[config.mk]
export PLATFORM = sky130hd
export DESIGN_NAME = ecs_decode
export DESIGN_NICKNAME = d
export VERILOG_FILES = /design/src/rtl/ecs_pkg.sv /design/src/rtl/ecs_decode.sv
export SDC_FILE = /design/constraint.sdc
export NUM_CORES = 1
export LEC_CHECK = 0
export ABC_AREA = 0
export BUFFER_PORTS_ARGS = -buffer_cell sky130_fd_sc_hd__buf_2
export CAP_MARGIN = 30
export CORE_AREA = 8 8 45 47
export CTS_CLUSTER_DIAMETER = 100
export DETAILED_ROUTE_END_ITERATION = 10
export DIE_AREA = 0 0 53 55
export HOLD_SLACK_MARGIN = 0.15
export MAX_ROUTING_LAYER = met4
export PLACE_DENSITY = 0.43
export SYNTH_ARGS = -nofsm -noshare
export SYNTH_HDL_FRONTEND = slang
export SYNTH_SLANG_ARGS = --single-unit
[constraint.sdc]
create_clock -name clk -period 0.8 [get_ports clk]
set_clock_uncertainty 0.1 [all_clocks]
set_input_delay 0.04 -clock clk [delete_from_list [all_inputs] [get_ports clk]]
set_output_delay 0.04 -clock clk [all_outputs]
set_load 0.005 [all_outputs]
[src/rtl/ecs_pkg.sv]
/*
  Constants for the external memory chip-select decoder.
  Assumes a 22-bit word address on the external 16-bit bus.
*/
package ecs_pkg;
  localparam int unsigned ADDR_W = 22;
  localparam int unsigned MAP_W  = 2;
  localparam int unsigned SEL_CNT = 3;
  // map settings
  localparam logic [1:0] MAP_SINGLE = 2'h0;
  localparam logic [1:0] MAP_HALVES = 2'h1;
  localparam logic [1:0] MAP_THREE  = 2'h2;
  localparam logic [1:0] MAP_THREE2 = 2'h3;
  // range ends, word addresses
  localparam logic [21:0] END_128M = 22'h3FFFFF;
  localparam logic [21:0] END_64M  = 22'h1FFFFF;
  localparam logic [21:0] END_32M  = 22'h0FFFFF;
  localparam logic [21:0] BASE_HI  = 22'h200000;
  localparam logic [21:0] BASE_Q2  = 22'h100000;
  localparam logic [21:0] BASE_LO  = 22'h000000;
  // select vector bit positions and idle value
  localparam int unsigned SEL_ROM  = 0;
  localparam int unsigned SEL_RAM  = 1;
  localparam int unsigned SEL_ROM2 = 2;
  localparam logic [2:0] SEL_NONE  = 3'h0;
  // deselected level, also the reset value of every select and of the shared pin
  localparam logic       SEL_OFF_N = 1'h1;
endpackage : ecs_pkg

[src/rtl/ecs_decode.sv]
/*
  External chip-select decoder: maps a CPU external access address to one of
  three active-low memory selects. Assumes addr, access and map setting come
  from logic on clk; selects appear one cycle after the request.
*/
`timescale 1ns/1ns
// Notes on behaviour
// provide primary ROM, RAM and second ROM selects; second ROM shares port C bit 7.
// map 0 gives primary ROM the whole range 000000..3FFFFF only.
// map 1 gives primary ROM 000000..1FFFFF; second ROM unused.
// 200000..3FFFFF goes to RAM in map 1, second ROM in maps 2 and 3.
// maps 2 and 3 give primary ROM 000000..0FFFFF.
// maps 2 and 3 give RAM 100000..1FFFFF; both maps decode alike.
// boundaries are word addresses on the 16-bit external bus.
// at most one select low, only during an in-range external access.
module ecs_decode (
  input  wire logic                      clk,
  input  wire logic                      rst_n,
  input  wire logic                      ext_access,
  input  wire logic [ecs_pkg::ADDR_W-1:0] word_addr,
  input  wire logic [ecs_pkg::MAP_W-1:0]  select_map_setting,
  input  wire logic                      port_c_bit7_gpio,
  output logic                           primary_rom_select_n,
  output logic                           ram_select_n,
  output logic                           second_rom_select_n,
  output logic                           port_c_bit7_pin
);
  import ecs_pkg::*;

  // decoded select request, one bit per chip, applied at the next edge
  logic [SEL_CNT-1:0] sel_nxt;
  logic               rom2_used_nxt;
  logic               pin_nxt;

  // inclusive window test on a word address
  function automatic logic in_range(
    input logic [ADDR_W-1:0] a,
    input logic [ADDR_W-1:0] lo,
    input logic [ADDR_W-1:0] hi
  );
    return (a >= lo) && (a <= hi);
  endfunction : in_range

  // maps that lend port C bit 7 to the second ROM
  function automatic logic rom2_on_pin(input logic [MAP_W-1:0] map);
    return (map == MAP_THREE) || (map == MAP_THREE2);
  endfunction : rom2_on_pin

  // ranges are compared as word addresses of the 16-bit bus, never byte addresses
  function automatic logic [SEL_CNT-1:0] decode_sel(
    input logic [MAP_W-1:0]  map,
    input logic [ADDR_W-1:0] a
  );
    logic [SEL_CNT-1:0] s;
    s = SEL_NONE;
    case (map)
      MAP_SINGLE: begin
        if (in_range(a, BASE_LO, END_128M)) begin
          s[SEL_ROM] = 1'h1;
        end
      end
      MAP_HALVES: begin
        if (in_range(a, BASE_LO, END_64M)) begin
          s[SEL_ROM] = 1'h1;
        end else if (in_range(a, BASE_HI, END_128M)) begin
          s[SEL_RAM] = 1'h1;
        end
      end
      MAP_THREE, MAP_THREE2: begin
        if (in_range(a, BASE_LO, END_32M)) begin
          s[SEL_ROM] = 1'h1;
        end else if (in_range(a, BASE_Q2, END_64M)) begin
          s[SEL_RAM] = 1'h1;
        end else if (in_range(a, BASE_HI, END_128M)) begin
          s[SEL_ROM2] = 1'h1;
        end
      end
      default: begin
        s = SEL_NONE;
      end
    endcase
    return s;
  endfunction : decode_sel

  // an idle bus cycle leaves every chip deselected
  always_comb begin
    sel_nxt = SEL_NONE;
    if (ext_access) begin
      sel_nxt = decode_sel(select_map_setting, word_addr);
    end
    rom2_used_nxt = rom2_on_pin(select_map_setting);
    pin_nxt = port_c_bit7_gpio;
    if (rom2_used_nxt) begin
      pin_nxt = ~sel_nxt[SEL_ROM2];
    end
  end

  always_ff @(posedge clk or negedge rst_n) begin
    if (!rst_n) begin
      primary_rom_select_n <= SEL_OFF_N;
      ram_select_n         <= SEL_OFF_N;
      second_rom_select_n  <= SEL_OFF_N;
    end else begin
      primary_rom_select_n <= ~sel_nxt[SEL_ROM];
      ram_select_n         <= ~sel_nxt[SEL_RAM];
      second_rom_select_n  <= ~sel_nxt[SEL_ROM2];
    end
  end

  // port C bit 7 carries the second ROM select in maps 2 and 3, else the gpio level
  always_ff @(posedge clk or negedge rst_n) begin
    if (!rst_n) begin
      port_c_bit7_pin <= SEL_OFF_N;
    end else begin
      port_c_bit7_pin <= pin_nxt;
    end
  end
endmodule : ecs_decode

==> impl_table.tex <==
\begin{tabular}{lr}
\hline
Metric & Value \\
\hline
\multicolumn{2}{l}{\textbf{Setup path}} \\
\quad Critical path endpoint category & output pin \\
\quad Number of cells on the critical path & 1 \\
\quad Critical path arrival & 850 ps \\
\quad Data required time at the worst endpoint & 660 ps \\
\quad Slowest CP cell & dfstp\_2 \\
\quad Maximum fanout count along the critical path & 1 \\
\quad Combined buffer and inverter count along the critical path & 1 \\
\quad Cell-by-cell trace of the critical path & buf\_2 \\
\quad CP Class & reg -> out \\
\quad Crit path launch type & flip-flop \\
\quad Cell family contributing the most delay on the critical path & flip-flops \\
\quad Largest stage delay on the critical path & 510 ps \\
\multicolumn{2}{l}{\textbf{Place}} \\
\quad Cell count after placement & 39 \\
\quad Count of buffers from port buffering & 11 \\
\quad Routability-driven placement congestion ratio & 0.530 \\
\quad Minimum setup slack after placement & 48.4 ps \\
\quad HPWL Detailed & 401 µm \\
\multicolumn{2}{l}{\textbf{Floorplan}} \\
\quad Initial core utilization & 11.5\% \\
\quad Number of standard-cell rows in the floorplan & 14 \\
\quad Core box area & 1380 µm² \\
\quad DIE WIDTH & 53 µm \\
\quad Total die area & 2920 µm² \\
\quad IO Count & 32 \\
\quad Die extent in y & 55 µm \\
\multicolumn{2}{l}{\textbf{GRT}} \\
\quad Global routing usage summed across all routing layers & 4.46\% \\
\quad Remaining Overflow, GRT & 0 \\
\quad Antenna violations before repair & 0 \\
\quad Number of global-route vias before repair & 197 \\
\quad Largest net degree at the start of global routing & 7 \\
\quad Wire length of the first global-routing pass & 862 µm \\
\multicolumn{2}{l}{\textbf{Pwr}} \\
\quad Internal power & 0.439 mW \\
\quad LEAKAGE & 0.141 nW \\
\quad Switching power summed over all nets & 0.115 mW \\
\quad Net switching share of the total power & 20.8\% \\
\quad Power share of the combinational group & 14.2\% \\
\quad Clk network pwr share & 44.7\% \\
\quad Sequential share of power & 41.2\% \\
\quad Power per Cell Area & 1790 nW/µm² \\
\quad Worst-case vdd ir drop & 0.000611 V \\
\multicolumn{2}{l}{\textbf{Timing}} \\
\quad Post-route worst setup slack & -189 ps \\
\quad Final worst-path cycle share & 124\% \\
\quad Final-layout worst hold slack & -89.6 ps \\
\quad Fin. max-slew vios & 0 \\
\quad Final setup violation count & 5 \\
\quad Summed negative setup slack over all endpoints & -794 ps \\
\quad F\_max & 1010 MHz \\
\quad Tightest Pin Transition & 170 ps \\
\quad Setup repair after global routing missed its margin & yes \\
\quad Max transition margin & 88.6\% \\
\quad Final hold vios & 1 \\
\quad Minimum period implied by the final worst setup slack & 989 ps \\
\multicolumn{2}{l}{\textbf{Synth}} \\
\quad Yosys cell types & 9 \\
\quad Post-Synthesis Mean Instance Area & 13.2 µm² \\
\quad Yosys Warn Count & 0 \\
\quad Gate count after technology mapping & 12 \\
\quad Register bit total from synthesis & 4 \\
\quad Seq/Total Area, Yosys & 66.1\% \\
\quad Synthesized netlist net count & 40 \\
\quad Synth Cell Area & 159 µm² \\
\multicolumn{2}{l}{\textbf{Cells and area}} \\
\quad Ant diodes & 0 \\
\quad Non-filler instance count after layout & 45 \\
\quad Share of layout cells above drive strength 1 & 72.4\% \\
\quad Final layout net count & 59 \\
\quad Layout overhead on the synthesized area & 95.3\% \\
\quad Layout fillers & 150 \\
\multicolumn{2}{l}{\textbf{Hold path}} \\
\quad Hold path startpoint & word\_addr[21] \\
\quad Worst Hold Path EP & second\_rom\_select\_n \\
\quad Type of the tightest min-delay check & in -> reg \\
\quad Cell depth of the worst min-delay path & 2 \\
\multicolumn{2}{l}{\textbf{Detailed routing}} \\
\quad Via count & 161 \\
\quad Iteration count of the initial detailed-routing pass & 3 \\
\quad Total length of routed wires & 475 µm \\
\quad Antenna viol nets, final & 0 \\
\quad Total DRC errors in the routed layout & 0 \\
\quad Via density & 3.58 \\
\quad Routed length per instance & 10.6 µm \\
\quad First-iteration detailed-routing DRC count & 2 \\
\multicolumn{2}{l}{\textbf{Clock tree}} \\
\quad Maximum root-to-sink buffer count & 2 \\
\quad Clk Tree Root Cell & clkbuf\_4 \\
\quad CTS buffer count & 3 \\
\quad Maximum level of the CTS H-tree & 1 \\
\quad Clock transition at path regs & 40 ps \\
\quad Clock tree from TritonCTS & yes \\
\quad Buffers inserted during post-CTS setup optimization & 0 \\
\quad Num Clock Sinks & 4 \\
\multicolumn{2}{l}{\textbf{Outcome}} \\
\quad Result of the run & finished with violations \\
\quad Violations in the final reports & hold timing, setup timing \\
\multicolumn{2}{l}{\textbf{Flow run}} \\
\quad Number of max-cap violations & 0 \\
\hline
\end{tabular}
==> synth_stat cells <==
master   count  area share (%)
dfstp_2      4              66
a21oi_1      1             3.1
and3b_1      1             5.5
and3b_2      1             6.3
nand3_1      1             3.1
nor2_1       1             2.4
o21a_1       1             4.7
o21ai_0      1             3.1
o21ai_2      1             5.5
==> power groups by stage <==
stage	clock, mW	sequential (mW)	combinational (mW)
2_1_floorplan	0	0.230	0.0152
3_3_place_gp	0	0.228	0.0547
3_5_place_dp	0	0.229	0.0580
4_1_cts	0.261	0.227	0.0732
5_1_grt	0.286	0.230	0.0882
6_report	0.248	0.228	0.0784
==> what timing repair did <==
item                                   CTS  global route
pin swaps                                0             0
resized for setup                        1             3
setup endpoints to repair                4             6
gates cloned                             0             0
endpoints found under the hold margin    8             4
hold buffers                             3             1
==> logic make-up (layout without fill, tap and decap cells) <==
kind of cell           Yosys count  after routing  share of synthesized area, %
AOI/OAI and AO/OA                4              4                          16.5
buffers and inverters            0             17                             0
DFF                              4              4                          66.1
and+or+nand+nor                  4              4                          17.3
==> worst max-delay path by stage <==
stage,start,endpoint
floorplan,port_c_bit7_pin,port_c_bit7_pin
global placement,port_c_bit7_pin,port_c_bit7_pin
detailed placement,port_c_bit7_pin,port_c_bit7_pin
CTS,port_c_bit7_pin,port_c_bit7_pin
global route,port_c_bit7_pin,port_c_bit7_pin
finish,port_c_bit7_pin,port_c_bit7_pin
==> sequential cells by signal, summed over array words and instances (netlist names) <==
| signal | count |
|---|---|
| port_c_bit7_pin | 1 |
| primary_rom_select_n | 1 |
| ram_select_n | 1 |
| second_rom_select_n | 1 |
==> layer usage <==
| metal | global-route usage, % | share of wire [%] | up-vias |
|---|---|---|---|
| met4 | 1.29 | 0 | 0 |
| met1 | 5.20 | 49 | 71 |
| met3 | 4.55 | 15 | 0 |
| met2 | 4.88 | 36 | 12 |
| met5 | - | 0 | - |
| li1 | - | - | 78 |
==> placed cells by master, fill, tap and decap left out <==
cell type | synthesis | routed
a21oi_1 | 1 | 1
and3b_1 | 1 | 1
and3b_2 | 1 | 1
buf_2 | 0 | 8
buf_6 | 0 | 3
clkbuf_4 | 0 | 3
dfstp_2 | 4 | 4
dlygate4sd3_1 | 0 | 3
nand3_2 | 0 | 1
nor2_1 | 1 | 1
o21a_1 | 1 | 1
o21ai_0 | 1 | 1
o21ai_2 | 1 | 1
==> metrics by stage <==
stage / power [mW] / utilization (%) / area, µm²
floorplan: 0.245 / - / 159
global placement: 0.283 / 16.9 / 234
detailed placement: 0.287 / 16.9 / 234
CTS: 0.562 / 21.2 / 293
global route: 0.604 / 22.4 / 310
finish: 0.554 / 22.4 / 310
==> final cells by class <==
| class | instances | area (µm²) | share of cell area (%) |
|---|---|---|---|
| sequential | 4 | 105 | 33.9 |
| timing repair buffer | 14 | 104 | 33.5 |
| clock buffer | 3 | 22.5 | 7.26 |
| tap | 16 | 20.0 | 6.45 |
| multi-input combinational | 8 | 58.8 | 19.0 |
Note: power is estimated with default switching activity, not from simulation.
